**src/core/pwc_pkg.sv**
```systemverilog
// ----------------------------------------------------------------
// Shared constants for the pulse counter block
// ----------------------------------------------------------------
package pwc_pkg;

	// Widths
	localparam int PW = 28;                          // Period counter width
	localparam int AW = 12;                          // Converter result width

	// Register byte offsets
	localparam logic [7:0] OFF_CTRL   = 8'h00;       // Mode, polarity, analog lock
	localparam logic [7:0] OFF_PERIOD = 8'h04;       // Manual period in clocks
	localparam logic [7:0] OFF_DUTY   = 8'h08;       // Manual active time in clocks
	localparam logic [7:0] OFF_PMIN   = 8'h0c;       // Analog period at full scale
	localparam logic [7:0] OFF_PMAX   = 8'h10;       // Analog period at zero input
	localparam logic [7:0] OFF_STATUS = 8'h14;       // Live state bits
	localparam logic [7:0] OFF_ACTPER = 8'h18;       // Period now in use
	localparam logic [7:0] OFF_ACTDTY = 8'h1c;       // Active time now in use
	localparam logic [7:0] OFF_ADC    = 8'h20;       // Last converter results

	// Control field positions
	localparam int CTRL_MODE_LSB = 0;                // Two mode bits
	localparam int CTRL_POL_BIT  = 2;                // 1 = high polarity
	localparam int CTRL_ADIS_BIT = 3;                // 1 = analog modes locked out

	// Converter field positions in the result register
	localparam int ADC_FREQ_LSB = 0;
	localparam int ADC_DUTY_LSB = 16;

	// Reset values
	localparam logic [PW-1:0] RST_PERIOD = 28'h0030d40; // 1 kHz at 200 MHz
	localparam logic [PW-1:0] RST_DUTY   = 28'h0000000; // Output inactive
	localparam logic [PW-1:0] RST_PMIN   = 28'h0001f40; // 25 kHz
	localparam logic [PW-1:0] RST_PMAX   = 28'hbebc200; // 1 Hz
	localparam logic [PW-1:0] PER_ONE    = 28'h0000001; // Shortest legal period
	localparam logic [AW-1:0] ADC_FULL   = 12'hfff;     // Full-scale code

	// Operating modes
	typedef enum logic [1:0]
	{
		MODE_OFF,
		MODE_MAN,
		MODE_ADT,
		MODE_AIN
	} pwc_mode_type;

endpackage : pwc_pkg

```
**src/core/pwc_sync.sv**
```systemverilog
`timescale 1ns/1ps
`default_nettype none
// ----------------------------------------------------------------
// Two-stage synchroniser for one asynchronous level
// ----------------------------------------------------------------
module pwc_sync
(
	// Clock and reset
	input  wire logic clk_i,
	input  wire logic rst_i,
	// Asynchronous level in, synchronised level out
	input  wire logic async_i,
	output logic      sync_o
);

	logic meta_q;                                    // First stage, read only by second
	logic sync_q;                                    // Second stage

	// Two flops in a row, both cleared by reset
	always_ff @(posedge clk_i or posedge rst_i)
	begin
		if (rst_i)
		begin
			meta_q <= 1'b0;
			sync_q <= 1'b0;
		end
		else
		begin
			meta_q <= async_i;
			sync_q <= meta_q;
		end
	end

	assign sync_o = sync_q;

endmodule : pwc_sync
`default_nettype wire

```
**src/core/pwc_top.sv**
```systemverilog
`timescale 1ns/1ps
`default_nettype none
module pwc_top
	import pwc_pkg::*;
(
	// Clock and reset
	input  wire logic          clk_i,
	input  wire logic          rst_i,
	// APB slave
	input  wire logic          psel_i,
	input  wire logic          penable_i,
	input  wire logic          pwrite_i,
	input  wire logic [7:0]    paddr_i,
	input  wire logic [31:0]   pwdata_i,
	output logic      [31:0]   prdata_o,
	output logic               pready_o,
	output logic               pslverr_o,
	// Converter results, same clock
	input  wire logic          adc_valid_i,
	input  wire logic [AW-1:0] adc_freq_i,
	input  wire logic [AW-1:0] adc_duty_i,
	// Isolated enable pin, asynchronous
	input  wire logic          en_pin_i,
	// Output transistor gate
	output logic               pwm_gate_o
);

	// ----------------------------------------------------------------
	// Declarations
	// ----------------------------------------------------------------
	pwc_mode_type  mode_q;                           // Operating mode
	pwc_mode_type  mode_d;                           // Next mode
	logic          pol_q;                            // 1 = high polarity
	logic          adis_q;                           // Analog modes locked out
	logic [PW-1:0] per_q;                            // Manual period
	logic [PW-1:0] duty_q;                           // Manual active time
	logic [PW-1:0] pmin_q;                           // Analog shortest period
	logic [PW-1:0] pmax_q;                           // Analog longest period
	logic [AW-1:0] adc_f_q;                          // Frequency conversion
	logic [AW-1:0] adc_d_q;                          // Duty conversion
	logic [PW-1:0] sh_per_q;                         // Shadow period
	logic [PW-1:0] sh_duty_q;                        // Shadow active time
	logic [PW-1:0] act_per_q;                        // Period in use
	logic [PW-1:0] act_duty_q;                       // Active time in use
	logic [PW-1:0] cnt_q;                            // Period counter
	logic [PW-1:0] cnt_d;                            // Next count
	logic          gate_q;                           // Registered gate
	logic [31:0]   prdata_q;                         // Read data held for access
	logic          pslverr_q;                        // Error held for access
	logic          en_sync;                          // Synchronised enable

	// ----------------------------------------------------------------
	// Enable pin synchroniser
	// ----------------------------------------------------------------
	pwc_sync u_en_sync
	(
		.clk_i   (clk_i),
		.rst_i   (rst_i),
		.async_i (en_pin_i),
		.sync_o  (en_sync)
	);

	// ----------------------------------------------------------------
	// APB decode
	// ----------------------------------------------------------------
	wire logic acc_wr   = psel_i & penable_i & pwrite_i;  // Write commits here
	wire logic setup_rd = psel_i & ~penable_i;            // Read data captured here
	wire logic hit_ctrl = (paddr_i == OFF_CTRL);
	wire logic hit_per  = (paddr_i == OFF_PERIOD);
	wire logic hit_duty = (paddr_i == OFF_DUTY);
	wire logic hit_pmin = (paddr_i == OFF_PMIN);
	wire logic hit_pmax = (paddr_i == OFF_PMAX);
	wire logic hit_stat = (paddr_i == OFF_STATUS);
	wire logic hit_aper = (paddr_i == OFF_ACTPER);
	wire logic hit_adty = (paddr_i == OFF_ACTDTY);
	wire logic hit_adc  = (paddr_i == OFF_ADC);
	wire logic hit_any  = hit_ctrl | hit_per | hit_duty | hit_pmin | hit_pmax |
		hit_stat | hit_aper | hit_adty | hit_adc;
	wire logic wr_ctrl  = acc_wr & hit_ctrl;
	wire logic wr_per   = acc_wr & hit_per;
	wire logic wr_duty  = acc_wr & hit_duty;
	wire logic wr_pmin  = acc_wr & hit_pmin;
	wire logic wr_pmax  = acc_wr & hit_pmax;

	// ----------------------------------------------------------------
	// Mode selection with analog lockout
	// ----------------------------------------------------------------
	// Requested mode from the write data
	wire pwc_mode_type req_mode = pwc_mode_type'(pwdata_i[CTRL_MODE_LSB +: 2]);
	wire pwc_mode_type mode_wr  = wr_ctrl ? req_mode : mode_q;
	wire logic adis_new = wr_ctrl ? pwdata_i[CTRL_ADIS_BIT] : adis_q;
	wire logic wr_an    = (mode_wr == MODE_ADT) || (mode_wr == MODE_AIN);
	wire logic cur_an   = (mode_q == MODE_ADT) || (mode_q == MODE_AIN);

	// Locked out: refuse an analog request, drop a running analog mode
	assign mode_d = (adis_new && wr_an) ? (cur_an ? MODE_OFF : mode_q) : mode_wr;

	// Control register: mode, polarity, lockout
	always_ff @(posedge clk_i or posedge rst_i)
	begin
		if (rst_i)
		begin
			mode_q <= MODE_OFF;
			pol_q  <= 1'b0;
			adis_q <= 1'b0;
		end
		else
		begin
			mode_q <= mode_d;
			if (wr_ctrl)
			begin
				pol_q  <= pwdata_i[CTRL_POL_BIT];
				adis_q <= pwdata_i[CTRL_ADIS_BIT];
			end
		end
	end

	// ----------------------------------------------------------------
	// Timing registers loaded by software
	// ----------------------------------------------------------------
	// Period, active time and analog limits, counted in clocks
	always_ff @(posedge clk_i or posedge rst_i)
	begin
		if (rst_i)
		begin
			per_q  <= RST_PERIOD;
			duty_q <= RST_DUTY;
			pmin_q <= RST_PMIN;
			pmax_q <= RST_PMAX;
		end
		else
		begin
			if (wr_per)
				per_q <= pwdata_i[PW-1:0];
			if (wr_duty)
				duty_q <= pwdata_i[PW-1:0];
			if (wr_pmin)
				pmin_q <= pwdata_i[PW-1:0];
			if (wr_pmax)
				pmax_q <= pwdata_i[PW-1:0];
		end
	end

	// ----------------------------------------------------------------
	// Converter capture
	// ----------------------------------------------------------------
	// Latest 12-bit results, taken on each valid strobe
	always_ff @(posedge clk_i or posedge rst_i)
	begin
		if (rst_i)
		begin
			adc_f_q <= '0;
			adc_d_q <= '0;
		end
		else if (adc_valid_i)
		begin
			adc_f_q <= adc_freq_i;
			adc_d_q <= adc_duty_i;
		end
	end

	// ----------------------------------------------------------------
	// Analog scaling
	// ----------------------------------------------------------------
	// Higher frequency input shortens the period from pmax toward pmin
	wire logic [PW-1:0]    span    = pmax_q - pmin_q;
	wire logic [PW+AW-1:0] f_prod  = {{AW{1'b0}}, span} * {{PW{1'b0}}, adc_f_q};
	wire logic [PW-1:0]    f_off   = f_prod[PW+AW-1:AW];
	wire logic [PW-1:0]    adc_per = (adc_f_q == ADC_FULL) ? pmin_q :
		(pmax_q - f_off);

	// Period chosen for the next shadow load
	wire logic [PW-1:0] sel_per = (mode_q == MODE_AIN) ? adc_per : per_q;
	wire logic [PW-1:0] use_per = (sel_per == '0) ? PER_ONE : sel_per;

	// Duty input scales zero to the whole period, full scale means always on
	wire logic [PW+AW-1:0] d_prod   = {{AW{1'b0}}, use_per} * {{PW{1'b0}}, adc_d_q};
	wire logic [PW-1:0]    adc_dty  = (adc_d_q == ADC_FULL) ? use_per :
		d_prod[PW+AW-1:AW];
	wire logic             an_duty  = (mode_q == MODE_ADT) || (mode_q == MODE_AIN);
	wire logic [PW-1:0]    sel_duty = an_duty ? adc_dty : duty_q;

	// ----------------------------------------------------------------
	// Counter control
	// ----------------------------------------------------------------
	// Running needs a live mode and the isolated enable
	wire logic run  = (mode_q != MODE_OFF) && en_sync;
	wire logic wrap = run && (cnt_q >= (act_per_q - PER_ONE));  // Last clock of period
	wire logic load = wrap || !run;
	// Active portion: zero never, period or more always
	wire logic on   = run && (cnt_q < act_duty_q);

	assign cnt_d = load ? '0 : (cnt_q + PER_ONE);

	// ----------------------------------------------------------------
	// Shadow and active timing
	// ----------------------------------------------------------------
	// Shadow follows the selected source every clock
	always_ff @(posedge clk_i or posedge rst_i)
	begin
		if (rst_i)
		begin
			sh_per_q  <= RST_PERIOD;
			sh_duty_q <= RST_DUTY;
		end
		else
		begin
			sh_per_q  <= use_per;
			sh_duty_q <= sel_duty;
		end
	end

	// Active values change only at a wrap or while stopped
	always_ff @(posedge clk_i or posedge rst_i)
	begin
		if (rst_i)
		begin
			act_per_q  <= RST_PERIOD;
			act_duty_q <= RST_DUTY;
		end
		else if (load)
		begin
			act_per_q  <= sh_per_q;
			act_duty_q <= sh_duty_q;
		end
	end

	// Period counter restarts at zero after each wrap
	always_ff @(posedge clk_i or posedge rst_i)
	begin
		if (rst_i)
			cnt_q <= '0;
		else
			cnt_q <= cnt_d;
	end

	// ----------------------------------------------------------------
	// Output stage
	// ----------------------------------------------------------------
	// Gate high conducts the load to ground; high polarity inverts,
	// so the same wave reads as the complementary duty
	always_ff @(posedge clk_i or posedge rst_i)
	begin
		if (rst_i)
			gate_q <= 1'b0;
		else
			gate_q <= on ^ pol_q;
	end

	assign pwm_gate_o = gate_q;

	// ----------------------------------------------------------------
	// Read path
	// ----------------------------------------------------------------
	wire logic [31:0] rd_ctrl = {28'h0000000, adis_q, pol_q, mode_q};
	wire logic [31:0] rd_stat = {27'h0000000, mode_q == MODE_OFF, on, run, en_sync, gate_q};
	wire logic [31:0] rd_adc  = {4'h0, adc_d_q, 4'h0, adc_f_q};
	wire logic [31:0] rd_mux  =
		hit_ctrl ? rd_ctrl :
		hit_per  ? {4'h0, per_q} :
		hit_duty ? {4'h0, duty_q} :
		hit_pmin ? {4'h0, pmin_q} :
		hit_pmax ? {4'h0, pmax_q} :
		hit_stat ? rd_stat :
		hit_aper ? {4'h0, act_per_q} :
		hit_adty ? {4'h0, act_duty_q} :
		hit_adc  ? rd_adc : 32'h00000000;

	// Read data and error captured in the setup cycle
	always_ff @(posedge clk_i or posedge rst_i)
	begin
		if (rst_i)
		begin
			prdata_q  <= 32'h00000000;
			pslverr_q <= 1'b0;
		end
		else if (setup_rd)
		begin
			prdata_q  <= pwrite_i ? 32'h00000000 : rd_mux;
			pslverr_q <= ~hit_any;
		end
	end

	// One access cycle, no wait states
	assign pready_o  = psel_i & penable_i;
	assign prdata_o  = prdata_q;
	assign pslverr_o = pslverr_q & psel_i & penable_i;

	// ----------------------------------------------------------------
	// Assertions
	// ----------------------------------------------------------------
	// Timing in use holds steady mid-period
	chk_period_boundary: assert property (@(posedge clk_i) disable iff (rst_i)
		run && !wrap |=> $stable(act_per_q) && $stable(act_duty_q))
		else $error("Active timing changed inside a period");

	// Wrap loads shadow and restarts the count
	chk_shadow_copy: assert property (@(posedge clk_i) disable iff (rst_i)
		wrap |=> (cnt_q == '0) && (act_per_q == $past(sh_per_q)))
		else $error("Wrap did not reload the counters");

	// Stopped output sits at the polarity's inactive level
	chk_off_level: assert property (@(posedge clk_i) disable iff (rst_i)
		!run ##1 !run |-> pwm_gate_o == $past(pol_q))
		else $error("Stopped output not at inactive level");

	// Losing the enable stops the pulse on the next clock
	chk_enable_gate: assert property (@(posedge clk_i) disable iff (rst_i)
		$fell(en_sync) |-> !run ##1 (pwm_gate_o == $past(pol_q)))
		else $error("Enable low did not stop the output");

	// Zero active time never drives
	chk_duty_zero: assert property (@(posedge clk_i) disable iff (rst_i)
		run && (act_duty_q == '0) |=> pwm_gate_o == $past(pol_q))
		else $error("Zero duty drove the output");

	// Active time at or past the period always drives
	chk_duty_full: assert property (@(posedge clk_i) disable iff (rst_i)
		run && (act_duty_q >= act_per_q) |=> pwm_gate_o != $past(pol_q))
		else $error("Full duty left the output idle");

	// Lockout keeps analog modes away
	chk_analog_lock: assert property (@(posedge clk_i) disable iff (rst_i)
		adis_q |-> (mode_q == MODE_OFF) || (mode_q == MODE_MAN))
		else $error("Analog mode active while locked out");

	// Conversions are stored as delivered
	chk_adc_capture: assert property (@(posedge clk_i) disable iff (rst_i)
		adc_valid_i |=> (adc_f_q == $past(adc_freq_i)) && (adc_d_q == $past(adc_duty_i)))
		else $error("Conversion result not captured");

	// Duty-only mode keeps the manual period
	chk_manual_period: assert property (@(posedge clk_i) disable iff (rst_i)
		(mode_q == MODE_ADT) && (per_q != '0) |=> sh_per_q == $past(per_q))
		else $error("Duty-only mode altered the period");

	// Polarity flips the drive level for the same active state
	chk_polarity: assert property (@(posedge clk_i) disable iff (rst_i)
		on && pol_q |=> !pwm_gate_o)
		else $error("High polarity did not invert the drive");

endmodule : pwc_top
`default_nettype wire

```
**config.mk**
```make
export PLATFORM = sky130hd
export DESIGN_NAME = pwc_top
export DESIGN_NICKNAME = d
export VERILOG_FILES = /design/src/core/pwc_pkg.sv /design/src/core/pwc_sync.sv /design/src/core/pwc_top.sv
export SDC_FILE = /design/constraint.sdc
export NUM_CORES = 2
export LEC_CHECK = 0
export BUFFER_PORTS_ARGS = -buffer_cell sky130_fd_sc_hd__buf_2
export CORE_MARGIN = 3
export CORE_UTILIZATION = 40
export CTS_CLUSTER_SIZE = 10
export DETAILED_ROUTE_END_ITERATION = 8
export SLEW_MARGIN = 5
export SYNTH_ARGS = -nofsm -noshare
export SYNTH_HDL_FRONTEND = slang
export SYNTH_SLANG_ARGS = --single-unit
```
**constraint.sdc**
```tcl
create_clock -name clk_i -period 26.2 [get_ports clk_i]
set_input_delay 2.62 -clock clk_i [delete_from_list [all_inputs] [get_ports clk_i]]
set_output_delay 2.62 -clock clk_i [all_outputs]
set_load 0.01 [all_outputs]
```
* Word-level counts from Yosys, hierarchy flattened
Index checks and enable logic that the tools add are counted.
** Operators by class
- Add/sub/neg operators :: 4
- $mul :: 2
- Order comparisons :: 2
- Equal/unequal tests :: 15
- Muxes and demuxes :: 20
- Bitwise gates (word level) :: 21
- Reductions and logical operators :: 12
** Operator list (count)
- $mux W28 :: 16
- $mul A28 B12 Y40 :: 2
- $sub A28 B28 Y28 :: 2
- $eq A8 B5 Y1 const B :: 4
- $add A28 B1 Y28 const B :: 1
- $ge A28 B28 Y1 :: 1
- $logic_not A28 Y1 :: 1
- $lt A28 B28 Y1 :: 1
- $sub A28 B1 Y28 const B :: 1
- $eq A12 B12 Y1 const B :: 2
- $eq A8 B4 Y1 const B :: 2
- $and A1 B1 Y1 :: 10
- $eq A2 B2 Y1 const B :: 4
- $eq A8 B3 Y1 const B :: 1
- $eq A8 B6 Y1 const B :: 1
- $logic_not A8 Y1 :: 1
- $or A1 B1 Y1 :: 8
- $mux W2 :: 3
- $logic_and A1 B1 Y1 :: 4
- $logic_or A1 B1 Y1 :: 3
- $logic_not A2 Y1 :: 1
- $ne A2 B2 Y1 const B :: 1
- $not A1 Y1 :: 2
- $reduce_bool A2 Y1 :: 1
- other kinds (3) :: 3
** Word-level totals
- Flip-flop bits (word level) :: 316
- Input port bits :: 71
- Output and inout bits :: 35
- Logic and storage cells :: 95

* Logic depth before layout (Yosys ltp)
- Word-level depth :: 11
- Mapped depth :: 70
- Mapped depth without buffers :: 68

* By module
From an unflattened synthesis, not the netlist that was laid out.
** Second synthesis, totals
- Cell total of the unflattened synthesis :: 4089
- Area, all modules :: 37651.1 µm²
** By module, submodules not included
- pwc_top :: instances 1, cells each 4086, area each 37597.3 µm², sequential area each 7802.5 µm²
- pwc_sync :: instances 1, cells each 3, area each 53.8 µm², sequential area each 50.0 µm²

* Worst setup path before layout
OpenSTA, ideal clock, no wires.
- Path kind :: register to register
- Start :: register pmin_q[8]
- End :: register sh_duty_q[27]
- Setup time :: 0.140 ns
- Data arrival time :: 15.329 ns
- Data required time :: 26.060 ns
- Setup slack :: 10.731 ns
- Cell stages (with the launch flop) :: 64
- Path buffers :: 2
- Period minus slack after synthesis :: 15.469 ns
- Cells stage by stage :: dfstp_2 inv_1 ha_1 and3_1 a22o_1 or3_1 o211ai_1 a21oi_1 a2111oi_0 xnor2_1 clkbuf_1 nand2_1 fa_1 fa_1 inv_1 fa_1 fa_1 inv_1 (+28 left out) fa_1 fa_1 inv_1 fa_1 inv_1 ha_1 a21o_1 a21o_1 a21oi_1 o32ai_1 a21oi_1 a41oi_1 or2_2 nand2_1 a21oi_1 a2111o_1 a21oi_1 o32ai_1
** Between the ends
- Cells in the longest elaborated chain, start to end :: 10
** RTL lines
- from (decl) :: line pwc_top.sv:37 : logic [PW-1:0] pmin_q;
- from (signal assigned) :: line pwc_top.sv:138 : pmin_q <= pwdata_i[PW-1:0];
- $sub A28 B28 Y28 :: line pwc_top.sv:166 : wire logic [PW-1:0] span = pmax_q - pmin_q;
- $mul A28 B12 Y40 :: line pwc_top.sv:167 : wire logic [PW+AW-1:0] f_prod = {{AW{1'b0}}, span} * {{PW{1'b0}}, adc_f_q};
- $sub A28 B28 Y28 :: line pwc_top.sv:170 : (pmax_q - f_off);
- $mux W28 (*) :: line pwc_top.sv:169 : wire logic [PW-1:0] adc_per = (adc_f_q == ADC_FULL) ? pmin_q :
- $mux W28 (*) :: line pwc_top.sv:173 : wire logic [PW-1:0] sel_per = (mode_q == MODE_AIN) ? adc_per : per_q;
- $logic_not A28 Y1 :: line pwc_top.sv:174 : wire logic [PW-1:0] use_per = (sel_per == '0) ? PER_ONE : sel_per;
- $mux W28 (*) :: line pwc_top.sv:174
- net use_per[0] :: line pwc_top.sv:174
- $mul A28 B12 Y40 (*) :: line pwc_top.sv:177 : wire logic [PW+AW-1:0] d_prod = {{AW{1'b0}}, use_per} * {{PW{1'b0}}, adc_d_q};
- $mux W28 (*) :: line pwc_top.sv:178 : wire logic [PW-1:0] adc_dty = (adc_d_q == ADC_FULL) ? use_per :
- $mux W28 (*) :: line pwc_top.sv:181 : wire logic [PW-1:0] sel_duty = an_duty ? adc_dty : duty_q;
- net sel_duty[27] :: line pwc_top.sv:181
- to (signal assigned) :: line pwc_top.sv:209 : sh_duty_q <= sel_duty;
- to (decl) :: line pwc_top.sv:42 : logic [PW-1:0] sh_duty_q;
Mark *: on every way through the listed nets, which the timed path passes. The rest lies on a longest branch.
A chain may end at the register's enable or synchronous reset.

* Final worst setup path
- Start :: register pmin_q[1]
- End :: register sh_duty_q[27]
** Between the ends
- Cells in the longest elaborated chain, start to end :: 10
** RTL lines (line)
- $sub A28 B28 Y28 :: pwc_top.sv:166
- $mul A28 B12 Y40 :: pwc_top.sv:167
- $sub A28 B28 Y28 :: pwc_top.sv:170
- $mux W28 (*) :: pwc_top.sv:169
- $mux W28 (*) :: pwc_top.sv:173
- $logic_not A28 Y1 :: pwc_top.sv:174
- $mux W28 (*) :: pwc_top.sv:174
- $mul A28 B12 Y40 :: pwc_top.sv:177
- $mux W28 (*) :: pwc_top.sv:178
- $mux W28 (*) :: pwc_top.sv:181
- net sel_duty[27] :: pwc_top.sv:181
Marked as above.

==> results.md <==
- The number of global-route vias before repair is 29,670.
- The distinct cell type count after synthesis is 79.
- The number of iterations in the first detailed-routing pass is 6.
- The floorplan step defined a die boundary enclosing 97,860 um^2.
- The H-tree level count is 2.
- For this run, the total global-route usage over all layers was measured as 21.62%.
- The pin count of the biggest net entering global routing is 103.
- At the later pin of the worst-skew pair, clock insertion delay measures 0.59 ns.
- In this run, the number of DRC markers left after iteration 0 of detailed routing was 2,218.
- The worst path arrival time is 18.73 ns.
- After technology mapping, the gate count stands at 4,114.
- Once the clock tree was built, the setup fixing pass inserted 0 buffers.
- The CTS root buffer is sky130_fd_sc_hd__clkbuf_16.
- The clock arrives with 0.04166 ns of skew.
- The count of pins on the block boundary is 106.
- The register bit total from synthesis is 312.
- The floorplan die height is 312.8 um.
- For this block, the routed nets add up to 104,700 um of wire.
- The setup slack after placement is 8.275 ns.
- The count of hold-fix buffers inserted at cts is 0.
- The floorplan has 111 rows.
- The final RePlAce weighted congestion is 0.8906.
- The post-cts gate resize count is 0.
- Along the worst path, the maximum fanout reaches 15.
- On the critical path, the stage with the largest delay is an instance of sky130_fd_sc_hd__nor2_1.
- Relative to the synthesized area, the layout overhead comes to 8.675%.
- Ranked by total cell area, the synthesized netlist is headed by sky130_fd_sc_hd__fa_1 (28%), sky130_fd_sc_hd__dfrtp_1 (18%), sky130_fd_sc_hd__ha_1 (8.6%).
- The primary flip-flop cell chosen by synthesis mapping is sky130_fd_sc_hd__dfrtp_1.
- The depth of the worst hold-timing path is 0.
- For the worst setup path, the data required time is 26.62 ns.
- The element type at the critical path start is a flip-flop.
- The worst-margin pin slew is 1.405 ns.
- The number of remaining DRC errors is 0.
- The cell type with the highest aggregate area in the netlist is sky130_fd_sc_hd__fa_1.
- Once the floorplan was initialized, standard cells occupied 40.71% of the core.
- The proportion of synthesized chip area in sequential cells is 20.85%.
- The first-pass GRT wire length is 167,800 um.
- The synthesis warning total is 0.
- The count of buffers from port buffering is 97.
- The tightest min-delay check is of the flip-flop to flip-flop type.
- The number of clock buffers inserted by TritonCTS is 41.
- TritonCTS built the clock tree.
- Dividing the detail-routed wire length by the instance count gives 19.31 um.
- The number of buffers on the longest clock path is 3.
- The total count of max-transition violations in the final report is 0.
- The ratio of routed vias to standard cells is 5.374.
- The worst path setup slack after routing is 7.898 ns.
- The number of vias in the routed layout is 29,140.
- The worst hold slack after final layout is 0.3575 ns.
- The average instance in the mapped netlist occupies 9.153 um^2.
- The area share of the leading cell type in the synthesized netlist is 27.64%.
- The number of nets in the layout is 4,993.
- The largest single stage delay on the critical path is 0.85 ns.
- The capturing element type of the critical path is a flip-flop.
- The depth of the worst register-to-register path is 66.
- For this run, asynchronously set or reset flops after synthesis account for 100.0%.
- The remaining max-slew budget at the tightest pin is 6.358%.
- The run finished with clean final reports.
- Global routing finished with a remaining overflow of 0.
- The HPWL after detailed placement is 80,070 um.
- The category of the most critical setup path is flip-flop to flip-flop.
- The final hold violation count is 0.
- The number of endpoints failing setup at the final stage is 0.
- The final critical-path required period is 18.30 ns.
- Clock-pin slew was measured on the worst setup and hold paths at 0.06 ns.
- The number of max-capacitance violations reported is 0.
- The number of antenna violations at the first check in global routing is 15.
- The clock drives 312 sinks.
- Yosys mapped a number of flops with a built-in enable equal to 0.
- The cell with the most instances on the worst path is sky130_fd_sc_hd__inv_1.
- The count of nets left with antenna violations once routing finished came out at 0.
- The worst path uses 69.85% of the clock period.
- Setup repair after global routing left no endpoint under its margin.
- The cell area after technology mapping is 37,660 um^2.
- For the final routed database, the setup TNS stands at 0 ns.
- Excluding fillers, the count of instances in the completed layout stands at 5,423.
- The fraction of layout cells with a size suffix above 1 is 12.22%.
- Including well taps, the total number of placed cells is 5,343.
- Derived from the worst setup path, the maximum achievable clock frequency is 0.05464 GHz.
- The placeable core area is 92,500 um^2.
- Measured along the x axis, the die boundary spans 312.8 um.
-- synth_stat cells (all sizes together) (10+ instances only) --
cell and instances:
and3 17, dfstp 36, a21o 44, o22ai 30
nand2b 21, or2 10, a211oi 15, clkbuf 197
dfrtp 276, and2 195, or3 15, o21ai 102
nand2 609, nand4 34, nand3 39, nor2 172
o21a 20, a21oi 219, mux2 196, nor3 41
buf 14, a222oi 27, nor4 14, a31oi 29
nor2b 31, fa 520, o21bai 11, xor2 55
inv 660, xnor2 86, ha 259
-- final cells by class --
type	count	area [um^2]
well taps	1243	1555
diodes	8	20.02
clock inverters	10	91.34
clock buffers	62	1146
inverters	660	2485
flip-flops and latches	312	7854
multi-input cells	2934	26560
repair buffers	194	1214
fillers	9165	51570
-- path summary, 6_finish.rpt --
| path | slack, ns | from | to |
|---|---|---|---|
| setup reg to reg | 7.90 | pmin_q[1] | sh_duty_q[27] |
| hold reg to reg | 0.36 | u_en_sync.meta_q | u_en_sync.sync_o |
| min in group asynchronous | 2.14 | rst_i | sh_duty_q[0] |
| setup / recovery | 7.90 | pmin_q[1] | sh_duty_q[27] |
| hold / removal | 0.36 | u_en_sync.meta_q | u_en_sync.sync_o |
| max in group asynchronous | 20.81 | rst_i | duty_q[24] |
-- logic make-up (layout without fill, tap and decap cells) --
logic type                 Yosys count  after routing  share of synthesized area [%]
and+or+nand+nor                   1227           1227                          15.10
buffers and inverters              871            926                          8.748
adders and majority gates          779            779                          36.25
AOI/OAI and AO/OA                  580            580                          9.715
DFF                                312            312                          20.85
muxes                              203            203                          6.047
xor gates and xnor gates           141            141                          3.279
other                                1             12                       0.009958
-- per-layer routing --
metal | track usage (%) | routed length (um) | up-vias
li1 | - | - | 13250
met5 | 0 | 26 | -
met4 | 6.113 | 2860 | 4
met2 | 34.61 | 48430 | 825
met1 | 30.43 | 46880 | 14910
met3 | 3.398 | 6506 | 156
-- sequential cells by signal, indices dropped and copies added (netlist names), 28 cells and up --
| signal | flops |
|---|---|
| prdata_o | 28 |
| duty_q | 28 |
| pmax_q | 28 |
| sh_per_q | 28 |
| act_per_q | 28 |
| pmin_q | 28 |
| act_duty_q | 28 |
| cnt_q | 28 |
| sh_duty_q | 28 |
| per_q | 28 |
-- placed cells by master, fill, tap and decap left out, types with 8 or more instances in the layout --
cell,instances
sky130_fd_sc_hd__or3_1,14
sky130_fd_sc_hd__diode_2,8
sky130_fd_sc_hd__and2_1,195
sky130_fd_sc_hd__o21ai_1,11
sky130_fd_sc_hd__xnor2_1,86
sky130_fd_sc_hd__nand2b_1,21
sky130_fd_sc_hd__a21oi_1,218
sky130_fd_sc_hd__inv_1,659
sky130_fd_sc_hd__o21bai_1,11
sky130_fd_sc_hd__nand2_1,608
sky130_fd_sc_hd__o21a_1,20
sky130_fd_sc_hd__a222oi_1,27
sky130_fd_sc_hd__dfstp_2,36
sky130_fd_sc_hd__a211oi_1,14
sky130_fd_sc_hd__clkbuf_16,42
sky130_fd_sc_hd__clkbuf_1,18
sky130_fd_sc_hd__or2_2,10
sky130_fd_sc_hd__and3_1,17
sky130_fd_sc_hd__nor3_1,39
sky130_fd_sc_hd__o22ai_1,30
sky130_fd_sc_hd__dfrtp_1,275
sky130_fd_sc_hd__nor2_1,168
sky130_fd_sc_hd__ha_1,259
sky130_fd_sc_hd__mux2_2,196
sky130_fd_sc_hd__fa_1,520
sky130_fd_sc_hd__buf_2,97
sky130_fd_sc_hd__nand4_1,34
sky130_fd_sc_hd__buf_4,97
sky130_fd_sc_hd__xor2_1,55
sky130_fd_sc_hd__nor2b_1,31
sky130_fd_sc_hd__o21ai_0,91
sky130_fd_sc_hd__nand3_1,39
sky130_fd_sc_hd__a31oi_1,29
sky130_fd_sc_hd__nor4_1,14
sky130_fd_sc_hd__a21o_1,44
-- per-stage QoR --
step                      utilization [%]  cell area [um^2]
after detailed placement            42.88             39670
after global placement              42.88             39670
after floorplan                         -             37670
after global routing                44.23             40910
after CTS                           44.22             40900
final                               44.24             40920
-- worst max-delay path: cells and delay by family (launching register included) --
| kind | cells | cell delay, ns |
|---|---|---|
| and+or+nand+nor | 15 | 3.76 |
| DFF | 1 | 0.45 |
| AOI/OAI and AO/OA | 26 | 7.19 |
| adders and majority gates | 14 | 5.63 |
| buffers and inverters | 11 | 1.05 |
Power is left out: the tool's default activity adds up to more than one toggle a clock period on the data nets, which glitch-free logic cannot reach.
